## src/rtl/sart_map.vh

```
// Register map, field positions, reset values and divider counts of the split reload timer
//
// How it works
// - Timer is two 8-bit count bytes; split select picks 16-bit or two 8-bit.
// - Count clock is core clock, core clock over 12, or external oscillator over 8.
// - External oscillator over 8 is synchronised to the core clock before counting.
// - 16-bit mode: wrap from ffff reloads 16-bit value and sets high overflow flag.
// - 16-bit mode: with timer interrupt enabled, every 16-bit overflow requests interrupt.
// - 16-bit mode: with low interrupt enable too, low byte wraps also request interrupt.
// - Split mode: two independent 8-bit counters, each reloading from its own reload byte.
// - Split mode: run bit gates only the high byte; low byte always counts.
// - Split mode: high clock select 1 is core clock, else external select chooses source.
// - Split mode: low clock select 1 is core clock, else shared external select chooses.
// - Split mode: each byte wrap from ff to its reload byte sets its own overflow flag.
// - Split mode: interrupt on high wraps; with low enable, on either byte wrap.
// - Hardware never clears overflow flags; only a software write of zero does.
`ifndef SART_MAP_VH
`define SART_MAP_VH

// ==========================================================
// Register byte offsets
`define SART_OFF_CTRL 6'h00
`define SART_OFF_CLKSEL 6'h04
`define SART_OFF_CNT_LO 6'h08
`define SART_OFF_CNT_HI 6'h0c
`define SART_OFF_RLD_LO 6'h10
`define SART_OFF_RLD_HI 6'h14
`define SART_OFF_IRQ_STAT 6'h18
`define SART_OFF_IRQ_MASK 6'h1c
`define SART_OFF_IRQ_EN 6'h20

// ==========================================================
// Control register fields
`define SART_CTRL_HI_OVF 7
`define SART_CTRL_LO_OVF 6
`define SART_CTRL_LO_IRQ_EN 5
`define SART_CTRL_SPLIT 3
`define SART_CTRL_RUN 2
`define SART_CTRL_EXT_SEL 0
`define SART_CTRL_RMASK 8'hed

// Clock select register fields
`define SART_CLK_HI_SEL 5
`define SART_CLK_LO_SEL 4
`define SART_CLK_RMASK 8'h30

// Interrupt status and mask fields
`define SART_IRQ_HI 0
`define SART_IRQ_LO 1

// ==========================================================
// Reset values
`define SART_RST_BYTE 8'h00
`define SART_RST_MASK 2'h3

// ==========================================================
// Divider counts
`define SART_DIV_CORE 4'hc
`define SART_DIV_EXT 3'h7
`define SART_BYTE_MAX 8'hff

`endif

```

## src/rtl/sart_byte_ctr.v

```verilog
// One 8-bit count byte with software load, advance and wrap reload
`timescale 1ns/10ps
`default_nettype none
`include "sart_map.vh"

module sart_byte_ctr
(
  input wire clock,
  input wire rst_n,
  input wire wr_en,
  input wire [7:0] wr_val,
  input wire adv,
  input wire reload_en,
  input wire [7:0] reload_val,
  output reg [7:0] cnt_q,
  output wire wrap
);

  assign wrap = adv && (cnt_q == `SART_BYTE_MAX);

  // A software write beats a count in the same cycle
  always @(posedge clock or negedge rst_n)
  begin
    if (!rst_n)
      cnt_q <= `SART_RST_BYTE;
    else if (wr_en)
      cnt_q <= wr_val;
    else if (wrap)
      cnt_q <= reload_en ? reload_val : 8'h00;
    else if (adv)
      cnt_q <= cnt_q + 8'h01;
  end

endmodule
`default_nettype wire

```

## src/rtl/sart_tick_gen.v

```verilog
// Count-clock tick generator: core clock over 12 and synchronised external oscillator over 8
`timescale 1ns/10ps
`default_nettype none
`include "sart_map.vh"

module sart_tick_gen
(
  input wire clock,
  input wire rst_n,
  input wire ext_osc,
  output reg tick_div12_q,
  output reg tick_ext8_q
);

  reg [3:0] div12_q;
  reg [2:0] div8_q;
  reg ext_meta_q;
  reg ext_sync_q;
  reg ext_prev_q;
  wire ext_rise;

  assign ext_rise = ext_sync_q & ~ext_prev_q;

  // ==========================================================
  // Core clock divided by 12
  always @(posedge clock or negedge rst_n)
  begin
    if (!rst_n)
    begin
      div12_q <= 4'h0;
      tick_div12_q <= 1'b0;
    end
    else
    begin
      tick_div12_q <= (div12_q == `SART_DIV_CORE - 4'h1);
      if (div12_q == `SART_DIV_CORE - 4'h1)
        div12_q <= 4'h0;
      else
        div12_q <= div12_q + 4'h1;
    end
  end

  // ==========================================================
  // External oscillator: synchronise, detect rising edges, divide by 8
  // Oscillator must run no faster than half the core clock or edges are lost
  always @(posedge clock or negedge rst_n)
  begin
    if (!rst_n)
    begin
      ext_meta_q <= 1'b0;
      ext_sync_q <= 1'b0;
      ext_prev_q <= 1'b0;
      div8_q <= 3'h0;
      tick_ext8_q <= 1'b0;
    end
    else
    begin
      ext_meta_q <= ext_osc;
      ext_sync_q <= ext_meta_q;
      ext_prev_q <= ext_sync_q;
      tick_ext8_q <= ext_rise && (div8_q == `SART_DIV_EXT);
      if (ext_rise)
        div8_q <= div8_q + 3'h1;
    end
  end

endmodule
`default_nettype wire

```

## src/rtl/sart_top.v

```verilog
// Split auto-reload timer with Avalon-MM register slave and interrupt output
`timescale 1ns/10ps
`default_nettype none
`include "sart_map.vh"

module sart_top
(
  input wire clock,
  input wire reset_n,
  input wire [5:0] avs_address,
  input wire avs_read,
  input wire avs_write,
  input wire [31:0] avs_writedata,
  input wire [3:0] avs_byteenable,
  output reg [31:0] avs_readdata,
  output reg avs_waitrequest,
  input wire ext_osc,
  output reg irq
);

  // ==========================================================
  // Reset synchroniser
  reg rst_meta_q;
  reg rst_sync_q;
  wire rst_n;

  always @(posedge clock or negedge reset_n)
  begin
    if (!reset_n)
    begin
      rst_meta_q <= 1'b0;
      rst_sync_q <= 1'b0;
    end
    else
    begin
      rst_meta_q <= 1'b1;
      rst_sync_q <= rst_meta_q;
    end
  end

  assign rst_n = rst_sync_q;

  // ==========================================================
  // Register state
  reg high_ovf_flag_q;
  reg low_ovf_flag_q;
  reg low_ovf_irq_en_q;
  reg split_mode_sel_q;
  reg run_control_bit_q;
  reg ext_clk_sel_q;
  reg high_clk_sel_q;
  reg low_clk_sel_q;
  reg [7:0] reload_low_byte_q;
  reg [7:0] reload_high_byte_q;
  reg timer_irq_enable_q;
  reg [1:0] irq_stat_q;
  reg [1:0] irq_mask_q;

  reg [1:0] irq_stat_d;
  reg high_ovf_flag_d;
  reg low_ovf_flag_d;

  wire tick_div12;
  wire tick_ext8;
  wire [7:0] count_low_byte;
  wire [7:0] count_high_byte;
  wire low_wrap;
  wire high_wrap;

  // ==========================================================
  // Bus handshake
  // Every access stalls one cycle: the register answer comes from a flop
  wire req;
  wire commit;
  wire wr_commit;
  wire lane0;

  assign req = avs_read | avs_write;
  assign commit = req & ~avs_waitrequest;
  assign wr_commit = commit & avs_write & lane0;
  assign lane0 = avs_byteenable[0];

  always @(posedge clock or negedge rst_n)
  begin
    if (!rst_n)
      avs_waitrequest <= 1'b1;
    else if (req && avs_waitrequest)
      avs_waitrequest <= 1'b0;
    else
      avs_waitrequest <= 1'b1;
  end

  // ==========================================================
  // Address decode
  function wr_hit;
    input [5:0] addr;
    input [5:0] offs;
    input wen;
    begin
      wr_hit = wen && (addr == offs);
    end
  endfunction

  wire wr_ctrl;
  wire wr_clksel;
  wire wr_cnt_lo;
  wire wr_cnt_hi;
  wire wr_rld_lo;
  wire wr_rld_hi;
  wire wr_stat;
  wire wr_mask;
  wire wr_irq_en;

  assign wr_ctrl = wr_hit(avs_address, `SART_OFF_CTRL, wr_commit);
  assign wr_clksel = wr_hit(avs_address, `SART_OFF_CLKSEL, wr_commit);
  assign wr_cnt_lo = wr_hit(avs_address, `SART_OFF_CNT_LO, wr_commit);
  assign wr_cnt_hi = wr_hit(avs_address, `SART_OFF_CNT_HI, wr_commit);
  assign wr_rld_lo = wr_hit(avs_address, `SART_OFF_RLD_LO, wr_commit);
  assign wr_rld_hi = wr_hit(avs_address, `SART_OFF_RLD_HI, wr_commit);
  assign wr_stat = wr_hit(avs_address, `SART_OFF_IRQ_STAT, wr_commit);
  assign wr_mask = wr_hit(avs_address, `SART_OFF_IRQ_MASK, wr_commit);
  assign wr_irq_en = wr_hit(avs_address, `SART_OFF_IRQ_EN, wr_commit);

  // ==========================================================
  // Count clock selection
  function sel_tick;
    input core_sel;
    input ext_sel;
    input t12;
    input t8;
    begin
      if (core_sel)
        sel_tick = 1'b1;
      else if (ext_sel)
        sel_tick = t8;
      else
        sel_tick = t12;
    end
  endfunction

  sart_tick_gen u_tick
  (
    .clock(clock),
    .rst_n(rst_n),
    .ext_osc(ext_osc),
    .tick_div12_q(tick_div12),
    .tick_ext8_q(tick_ext8)
  );

  wire low_tick;
  wire high_tick;
  wire low_adv;
  wire high_adv;
  wire low_reload_en;
  wire full_wrap;

  // In 16-bit mode the low select drives the whole counter
  assign low_tick = sel_tick(low_clk_sel_q, ext_clk_sel_q, tick_div12, tick_ext8);
  assign high_tick = sel_tick(high_clk_sel_q, ext_clk_sel_q, tick_div12, tick_ext8);

  // Split: low always runs, high is gated by run; 16-bit: run gates both
  assign low_adv = split_mode_sel_q ? low_tick : (low_tick & run_control_bit_q);
  assign high_adv = split_mode_sel_q ? (high_tick & run_control_bit_q) : low_wrap;

  // Low byte reloads only on its own wrap in split, or with the full wrap in 16-bit
  assign full_wrap = ~split_mode_sel_q & high_wrap;
  assign low_reload_en = split_mode_sel_q | full_wrap;

  // ==========================================================
  // The two count bytes
  wire [1:0] byte_wr;
  wire [7:0] byte_wval [0:1];
  wire [1:0] byte_adv;
  wire [1:0] byte_rld_en;
  wire [7:0] byte_rld [0:1];
  wire [7:0] byte_cnt [0:1];
  wire [1:0] byte_wrap;

  assign byte_wr = {wr_cnt_hi, wr_cnt_lo};
  assign byte_wval[0] = avs_writedata[7:0];
  assign byte_wval[1] = avs_writedata[7:0];
  assign byte_adv = {high_adv, low_adv};
  assign byte_rld_en = {1'b1, low_reload_en};
  assign byte_rld[0] = reload_low_byte_q;
  assign byte_rld[1] = reload_high_byte_q;

  genvar gi;
  generate
    for (gi = 0; gi < 2; gi = gi + 1)
    begin : g_byte
      sart_byte_ctr u_ctr
      (
        .clock(clock),
        .rst_n(rst_n),
        .wr_en(byte_wr[gi]),
        .wr_val(byte_wval[gi]),
        .adv(byte_adv[gi]),
        .reload_en(byte_rld_en[gi]),
        .reload_val(byte_rld[gi]),
        .cnt_q(byte_cnt[gi]),
        .wrap(byte_wrap[gi])
      );
    end
  endgenerate

  assign count_low_byte = byte_cnt[0];
  assign count_high_byte = byte_cnt[1];
  assign low_wrap = byte_wrap[0];
  assign high_wrap = byte_wrap[1];

  // ==========================================================
  // Overflow flags: hardware sets, only software clears, set wins
  always @*
  begin
    high_ovf_flag_d = high_ovf_flag_q;
    low_ovf_flag_d = low_ovf_flag_q;
    if (wr_ctrl)
    begin
      high_ovf_flag_d = avs_writedata[`SART_CTRL_HI_OVF];
      low_ovf_flag_d = avs_writedata[`SART_CTRL_LO_OVF];
    end
    if (high_wrap)
      high_ovf_flag_d = 1'b1;
    if (low_wrap)
      low_ovf_flag_d = 1'b1;
  end

  // ==========================================================
  // Interrupt events: sticky, write one to clear, set wins
  always @*
  begin
    irq_stat_d = irq_stat_q;
    if (wr_stat)
      irq_stat_d = irq_stat_q & ~avs_writedata[1:0];
    if (high_wrap)
      irq_stat_d[`SART_IRQ_HI] = 1'b1;
    if (low_wrap)
      irq_stat_d[`SART_IRQ_LO] = 1'b1;
  end

  // ==========================================================
  // Control and configuration registers
  always @(posedge clock or negedge rst_n)
  begin
    if (!rst_n)
    begin
      high_ovf_flag_q <= 1'b0;
      low_ovf_flag_q <= 1'b0;
      low_ovf_irq_en_q <= 1'b0;
      split_mode_sel_q <= 1'b0;
      run_control_bit_q <= 1'b0;
      ext_clk_sel_q <= 1'b0;
      high_clk_sel_q <= 1'b0;
      low_clk_sel_q <= 1'b0;
      reload_low_byte_q <= `SART_RST_BYTE;
      reload_high_byte_q <= `SART_RST_BYTE;
      timer_irq_enable_q <= 1'b0;
      irq_stat_q <= 2'h0;
      irq_mask_q <= `SART_RST_MASK;
    end
    else
    begin
      high_ovf_flag_q <= high_ovf_flag_d;
      low_ovf_flag_q <= low_ovf_flag_d;
      irq_stat_q <= irq_stat_d;
      if (wr_ctrl)
      begin
        low_ovf_irq_en_q <= avs_writedata[`SART_CTRL_LO_IRQ_EN];
        split_mode_sel_q <= avs_writedata[`SART_CTRL_SPLIT];
        run_control_bit_q <= avs_writedata[`SART_CTRL_RUN];
        ext_clk_sel_q <= avs_writedata[`SART_CTRL_EXT_SEL];
      end
      if (wr_clksel)
      begin
        high_clk_sel_q <= avs_writedata[`SART_CLK_HI_SEL];
        low_clk_sel_q <= avs_writedata[`SART_CLK_LO_SEL];
      end
      if (wr_rld_lo)
        reload_low_byte_q <= avs_writedata[7:0];
      if (wr_rld_hi)
        reload_high_byte_q <= avs_writedata[7:0];
      if (wr_mask)
        irq_mask_q <= avs_writedata[1:0];
      if (wr_irq_en)
        timer_irq_enable_q <= avs_writedata[0];
    end
  end

  // ==========================================================
  // Interrupt output
  // High events always count; low events only with the low enable set
  wire irq_d;

  assign irq_d = timer_irq_enable_q &
    ((irq_stat_q[`SART_IRQ_HI] & irq_mask_q[`SART_IRQ_HI]) |
     (irq_stat_q[`SART_IRQ_LO] & irq_mask_q[`SART_IRQ_LO] & low_ovf_irq_en_q));

  always @(posedge clock or negedge rst_n)
  begin
    if (!rst_n)
      irq <= 1'b0;
    else
      irq <= irq_d;
  end

  // ==========================================================
  // Read data
  // Flags read back so software can tell the two sources apart
  reg [7:0] rd_byte;

  always @*
  begin
    rd_byte = 8'h00;
    if (avs_address == `SART_OFF_CTRL)
      rd_byte = {high_ovf_flag_q, low_ovf_flag_q, low_ovf_irq_en_q, 1'b0,
                 split_mode_sel_q, run_control_bit_q, 1'b0, ext_clk_sel_q};
    else if (avs_address == `SART_OFF_CLKSEL)
      rd_byte = {2'h0, high_clk_sel_q, low_clk_sel_q, 4'h0};
    else if (avs_address == `SART_OFF_CNT_LO)
      rd_byte = count_low_byte;
    else if (avs_address == `SART_OFF_CNT_HI)
      rd_byte = count_high_byte;
    else if (avs_address == `SART_OFF_RLD_LO)
      rd_byte = reload_low_byte_q;
    else if (avs_address == `SART_OFF_RLD_HI)
      rd_byte = reload_high_byte_q;
    else if (avs_address == `SART_OFF_IRQ_STAT)
      rd_byte = {6'h00, irq_stat_q};
    else if (avs_address == `SART_OFF_IRQ_MASK)
      rd_byte = {6'h00, irq_mask_q};
    else if (avs_address == `SART_OFF_IRQ_EN)
      rd_byte = {7'h00, timer_irq_enable_q};
  end

  // Data is sampled while the stall is raised, so it stands at the accepting edge
  always @(posedge clock or negedge rst_n)
  begin
    if (!rst_n)
      avs_readdata <= 32'h00000000;
    else if (avs_read && avs_waitrequest)
      avs_readdata <= {24'h000000, rd_byte};
  end

endmodule
`default_nettype wire

```

## config.mk

```make
export PLATFORM = sky130hd
export DESIGN_NAME = sart_top
export DESIGN_NICKNAME = d
export VERILOG_FILES = /design/src/rtl/sart_byte_ctr.v /design/src/rtl/sart_tick_gen.v /design/src/rtl/sart_top.v
export VERILOG_INCLUDE_DIRS = /design/src /design/src/rtl
export SDC_FILE = /design/constraint.sdc
export NUM_CORES = 1
export LEC_CHECK = 0
export ABC_AREA = 1
export BUFFER_PORTS_ARGS = -buffer_cell sky130_fd_sc_hd__buf_2
export CORE_MARGIN = 10
export CORE_UTILIZATION = 35
export DETAILED_ROUTE_END_ITERATION = 7
export PLACE_DENSITY = 0.58
export SETUP_SLACK_MARGIN = 0.1
export SYNTH_ARGS = -nofsm -noshare
export SYNTH_HDL_FRONTEND = slang
export SYNTH_SLANG_ARGS = --single-unit
```

## constraint.sdc

```tcl
create_clock -name clock -period 2.5 [get_ports clock]
set_input_delay 0.125 -clock clock [delete_from_list [all_inputs] [get_ports clock]]
set_output_delay 0.125 -clock clock [all_outputs]
set_load 0.02 [all_outputs]
```

[Word-level counts from Yosys, hierarchy flattened]
Index checks and enable logic that the tools add are counted.
Word-level totals
  output and inout port bits: 34
  flip-flop bits (word level): 69
  word-level logic and storage cells: 114
Operators by class
  eq/ne operators: 12
  add/subtract/negate cells: 4
  multiplexer cells: 30
  bitwise gates (word level): 19
  reductions and logical operators: 21
Operators with widths (count)
  2-to-1 mux 8 bit: 13
  == test 6 x 5 -> 1 bit (second input constant): 4
  adder 8 x 1 -> 8 bit (second input constant): 2
  == test 8 bit (second input constant): 2
  logical AND 1 bit: 14
  2-to-1 mux 1 bit: 13
  == test 6 x 4 -> 1 bit (second input constant): 2
  AND 1 bit: 11
  nonzero test 2 bit: 4
  == test 6 x 3 -> 1 bit (second input constant): 1
  == test 6 bit (second input constant): 1
  logical NOT 6 bit: 1
  2-to-1 mux 2 bit: 3
  nonzero test 3 bit: 2
  adder 4 x 1 -> 4 bit (second input constant): 1
  == test 4 bit (second input constant): 1
  2-to-1 mux 4 bit: 1
  adder 3 x 1 -> 3 bit (second input constant): 1
  == test 3 bit (second input constant): 1
  NOT 1 bit: 3
  bitwise OR 1 bit: 3
  AND 2 bit: 1
  NOT 2 bit: 1

[Depth between registers and ports, before layout]
  depth after elaboration: 12
  mapped depth: 13

[By module]
From an unflattened synthesis, not the netlist that was laid out.
Second synthesis, totals
  cells, all modules: 528
  area, all modules: 4106.4 µm²
By module, submodules not included
  sart_top: cells an instance 282, instances 1, sequential area each 1029.7 µm², area each 2309.7 µm²
  sart_byte_ctr: cells an instance 101, instances 2, sequential area each 200.2 µm², area each 666.9 µm²
  sart_tick_gen: cells an instance 44, instances 1, sequential area each 300.3 µm², area each 462.9 µm²

[Worst setup path before layout]
OpenSTA, ideal clock, no wires.
  path kind: register -> register
  start: reg g_byte[1].u_ctr.cnt_q[0]
  end: reg g_byte[1].u_ctr.cnt_q[0]
  path buffers: 1
  path slack: 845 ps
  arrival time: 1531 ps
  data required time: 2376 ps
  cell stages (with the launch flop): 9
  cells stage by stage: dfrtp_1 -> ha_1 -> nand2_1 -> nor3_1 -> and3_1 -> nand2_2 -> buf_4 -> o211ai_1 -> nand2_1
Between the ends
  longest elaborated chain between the ends: 4
  elaborated cells on any way between the ends: 7
Ends and longest elaborated chain
  from (decl): RTL line sart_byte_ctr.v:15  | output reg [7:0] cnt_q,
  from (signal assigned): RTL line sart_byte_ctr.v:25  | cnt_q <= `SART_RST_BYTE;
  from (signal assigned): RTL line sart_byte_ctr.v:27  | cnt_q <= wr_val;
  from (signal assigned): RTL line sart_byte_ctr.v:29  | cnt_q <= reload_en ? reload_val : 8'h00;
  adder 8 x 1 -> 8 bit / == test 8 bit (equally long branches)
  2-to-1 mux 8 bit / logical AND 1 bit (equally long branches): RTL line sart_byte_ctr.v:30, sart_byte_ctr.v:19
  2-to-1 mux 8 bit: RTL line sart_byte_ctr.v:28  | else if (wrap)
  2-to-1 mux 8 bit: RTL line sart_byte_ctr.v:26  | else if (wr_en)
Parallel ways exist; a longest one is shown, timed or not. The select of a mux whose other input is x is not followed.
A chain may end at the register's enable or synchronous reset.

[Final worst setup path]
  start: reg g_byte[1].u_ctr.cnt_q[0]
  end: reg g_byte[0].u_ctr.cnt_q[6]
Between the ends
  longest elaborated chain between the ends: 7
Ends and longest elaborated chain
  == test 8 bit (no source line)
  logical AND 1 bit: RTL line sart_byte_ctr.v:19  | assign wrap = adv && (cnt_q == `SART_BYTE_MAX);
  AND 1 bit: RTL line sart_top.v:166  | assign full_wrap = ~split_mode_sel_q & high_wrap;
  bitwise OR 1 bit: RTL line sart_top.v:167  | assign low_reload_en = split_mode_sel_q | full_wrap;
  2-to-1 mux 8 bit: RTL line sart_byte_ctr.v:29
  2-to-1 mux 8 bit: RTL line sart_byte_ctr.v:28
  2-to-1 mux 8 bit: RTL line sart_byte_ctr.v:26
  to (signal assigned): RTL line sart_byte_ctr.v:27
  to (signal assigned): RTL line sart_byte_ctr.v:29
  to (signal assigned): RTL line sart_byte_ctr.v:31  | cnt_q <= cnt_q + 8'h01;
  to (decl): RTL line sart_byte_ctr.v:15
Every way passes these cells.

==> impl_metrics.py <==
metrics = {
    "sta": {
        "rsz0062_at_grt": "false",
        "maxSlewViolCount": 0,
        "fin_crit_sh": 0.827,
        "tns_ns": 0,
        "fin_ws_ns": 0.431,
        "fmax_mhz": 483,
        "hold_viol": 0,
        "fin_hold_ws_ns": 0.0316,
        "fin_crit_ns": 2.07,
        "setup_violations": 0,
        "skew_ns": 0.00821,
        "worstMarginPinSlew_ns": 0.652,
        "slew_headroom": 0.565,
    },
    "floorplan": {
        "rows": 38,
        "floorplan.initialDensity": 0.358,
        "die_y_um": 125,
        "top_level_ports": 81,
        "die_w_um": 125,
        "die-area_mm2": 0.0157,
        "coreArea_mm2": 0.0108,
    },
    "grt": {
        "grt_overflow": 0,
        "grt_use_total": 0.128,
        "antenna_found_initial": 0,
        "grt_max_degree": 42,
        "grt_pass1_vias": 3374,
        "grt_pass1_wl_um": 16700,
    },
    "final_layout": {
        "ff_latch_area_mm2": 0.00173,
        "fin_nets": 602,
        "multi_input_area_mm2": 0.00178,
        "layoutNonFillerInstCount": 695,
        "nFillCells": 1139,
        "synthToLayoutAreaGrowth_pct": 12.4,
        "diodes": 0,
        "drive_gt1_frac": 0.148,
    },
    "synth": {
        "yosysTopAreaCell": "dfrtp_1",
        "synth_most_common_cell": "nand2_1",
        "netlist_area_mm2": 0.00388,
        "synth_common_cells": "151 x nand2_1, 66 x dfrtp_1, 59 x inv_1",
        "ys_warn_count": 0,
        "avgSynthCellArea_um2": 7.65,
        "synthDistinctLibCells": 38,
        "synth_seq_area_share": 0.446,
        "netlist_instances": 508,
        "synth_area_leaders": "dfrtp_1 43%, nand2_1 15%, inv_1 5.7%, o21ai_0 5.0%, buf_4 4.8%",
        "synthArstFlopShare": 1.00,
        "synth_top_area_frac": 0.425,
        "synth_seq_cells": 69,
        "synth_edf_count": 0,
        "synth_ff_type": "dfrtp_1",
    },
    "clock_network": {
        "postCtsSetupRepairBufs": 0,
        "cts_tree": "built",
        "clk_pin_slew_worst_paths_ns": 0.08,
        "cts_root_buf": "clkbuf_8",
        "cts.sinks": 69,
        "h-tree-depth": 3,
        "numCtsBuffers": 9,
        "cts_resized": 0,
        "clockBufferDepth": 2,
        "clk_latency_ns": 0.35,
    },
    "place": {
        "dp.cells": 675,
        "pre_cts_ws_ns": 0.449,
        "gp_congestion": 0.841,
        "place.port_buffers": 29,
        "dpl.hpwl_um": 7670,
    },
    "critical_path": {
        "startpoint": "g_byte[1].u_ctr.cnt_q[0]$_DFFE_PN0P_",
        "worstPathArrival_ns": 2.36,
        "cp-start-kind": "flop",
        "worstPathMaxFanout": 13,
        "crit_type": "reg2reg",
        "reg2reg_depth": 10,
        "r2r_slack_ns": 0.43,
        "reg2reg_to": "g_byte[0].u_ctr.cnt_q[6]$_DFFE_PN0P_",
        "rr_startpoint": "g_byte[1].u_ctr.cnt_q[0]$_DFFE_PN0P_",
        "crit_path_end_kind": "flop",
        "worstPathRequired_ns": 2.79,
    },
    "worst_hold_path": {
        "min_to": "split_mode_sel_q$_DFFE_PN0P_",
        "min_from": "avs_writedata[3]",
        "hold_path_class": "in2reg",
        "holdPathStages": 3,
    },
    "drt": {
        "wl_um": 9940,
        "first_pass_iters": 7,
        "wl_per_cell_um": 14.3,
        "drc": 0,
        "via_per_inst": 4.76,
        "detail-route-antenna-nets": 0,
        "vias": 3310,
        "drt_iter0_markers": 258,
    },
    "outcome": {
        "status": "complete, no violations",
    },
    "pwr": {
        "power.density_mw_per_mm2": 688,
        "ir_worst_vdd_mv": 0.366,
        "total_leakage_power_nw": 2.22,
    },
    "job": {
        "drv_cap": 0,
    },
}
## metrics by stage
step | instance area (um^2) | utilization | power [mW]
6_report | 4370 | 0.403 | 3.00
5_1_grt | 4370 | 0.403 | 3.21
4_1_cts | 4370 | 0.403 | 3.03
3_5_place_dp | 4130 | 0.381 | 2.09
3_3_place_gp | 4130 | 0.381 | 2.07
2_1_floorplan | 3970 | - | 1.93
## layer usage
layer  vias to the layer above  GRT usage  share of wire
li1                       1654          -              -
met1                      1536      0.171           0.48
met2                       108      0.193           0.43
met3                        12     0.0380          0.078
met4                         0     0.0420          0.014
met5                         -          0              0
## sequential cells by signal (all words and copies together), names as in the netlist, 2 cells and up
register,cells
avs_readdata,8
g_byte.u_ctr.cnt_q,16
irq_mask_q,2
irq_stat_q,2
reload_high_byte_q,8
reload_low_byte_q,8
u_tick.div12_q,4
u_tick.div8_q,3
## area by class of cell
class                   instances  share of cell area
multi-input cells             367               0.408
flip-flops and latches         69               0.397
inverters                      67              0.0588
repair buffers                 36              0.0504
well taps                     140              0.0401
clock buffers                   9              0.0284
clock inverters                 7              0.0172
## power by group
group / switching (mW) / internal (mW) / total (mW)
clock network: 0.462 / 0.463 / 0.925
logic: 0.379 / 0.259 / 0.638
registers: 0.169 / 1.27 / 1.44
total: 1.01 / 1.99 / 3.00
## cell families (layout without fill, tap and decap cells)
logic type | count (synthesis) | after routing | share of synthesized area
XOR/XNOR | 9 | 9 | 0.0203
buffers and inverters | 95 | 119 | 0.118
AND/OR/NAND/NOR | 236 | 236 | 0.266
adder cells (fa/ha/maj) | 5 | 5 | 0.0161
flip-flops | 69 | 69 | 0.446
AO/OA/AOI/OAI | 89 | 89 | 0.124
multiplexers | 3 | 3 | 0.00838
other | 2 | 25 | 0.00193
## worst max path at each step
stage | to | slack [ns] | cells after the start
2_1_floorplan | avs_readdata[0]$_DFFE_PN0P_ | 0.44 | 0
3_3_place_gp | g_byte[0].u_ctr.cnt_q[3]$_DFFE_PN0P_ | 0.51 | 10
3_5_place_dp | g_byte[0].u_ctr.cnt_q[7]$_DFFE_PN0P_ | 0.45 | 10
4_1_cts | g_byte[0].u_ctr.cnt_q[5]$_DFFE_PN0P_ | 0.43 | 10
5_1_grt | g_byte[0].u_ctr.cnt_q[6]$_DFFE_PN0P_ | 0.11 | 10
6_report | g_byte[0].u_ctr.cnt_q[6]$_DFFE_PN0P_ | 0.43 | 10
## critical path: stages, from the launching register on
cell	delay, ns
dfrtp_1	0.46
ha_1	0.21
nand2_1	0.08
nor3_1	0.28
and3_1	0.29
nand2_2	0.22
nand2_2	0.23
nand2_1	0.07
nand2_1	0.06
nand2_1	0.05
nand2_1	0.05
## timing repair
item / in CTS / in global routing
endpoints found under the setup margin: 0 / 0
endpoints found under the hold margin: 4 / 0
hold buffers: 4 / 0
## layout by cell type (no fill, tap or decap), drive strengths merged, types with 2 or more instances in the layout
| cell type | instances |
|---|---|
| nand2 | 158 |
| inv | 68 |
| dfrtp | 66 |
| o21ai | 51 |
| nor2 | 42 |
| buf | 32 |
| nand3 | 26 |
| conb | 25 |
| a21oi | 25 |
| o211ai | 10 |
| clkbuf | 9 |
| xor2 | 6 |
| ha | 5 |
| dlygate4sd3 | 4 |
| nor3 | 4 |
| xnor2 | 3 |
| dfstp | 3 |
| clkinvlp | 3 |
| mux2 | 2 |
| or2 | 2 |
| clkinv | 2 |
No activity file was read; power rests on OpenSTA's default activity.
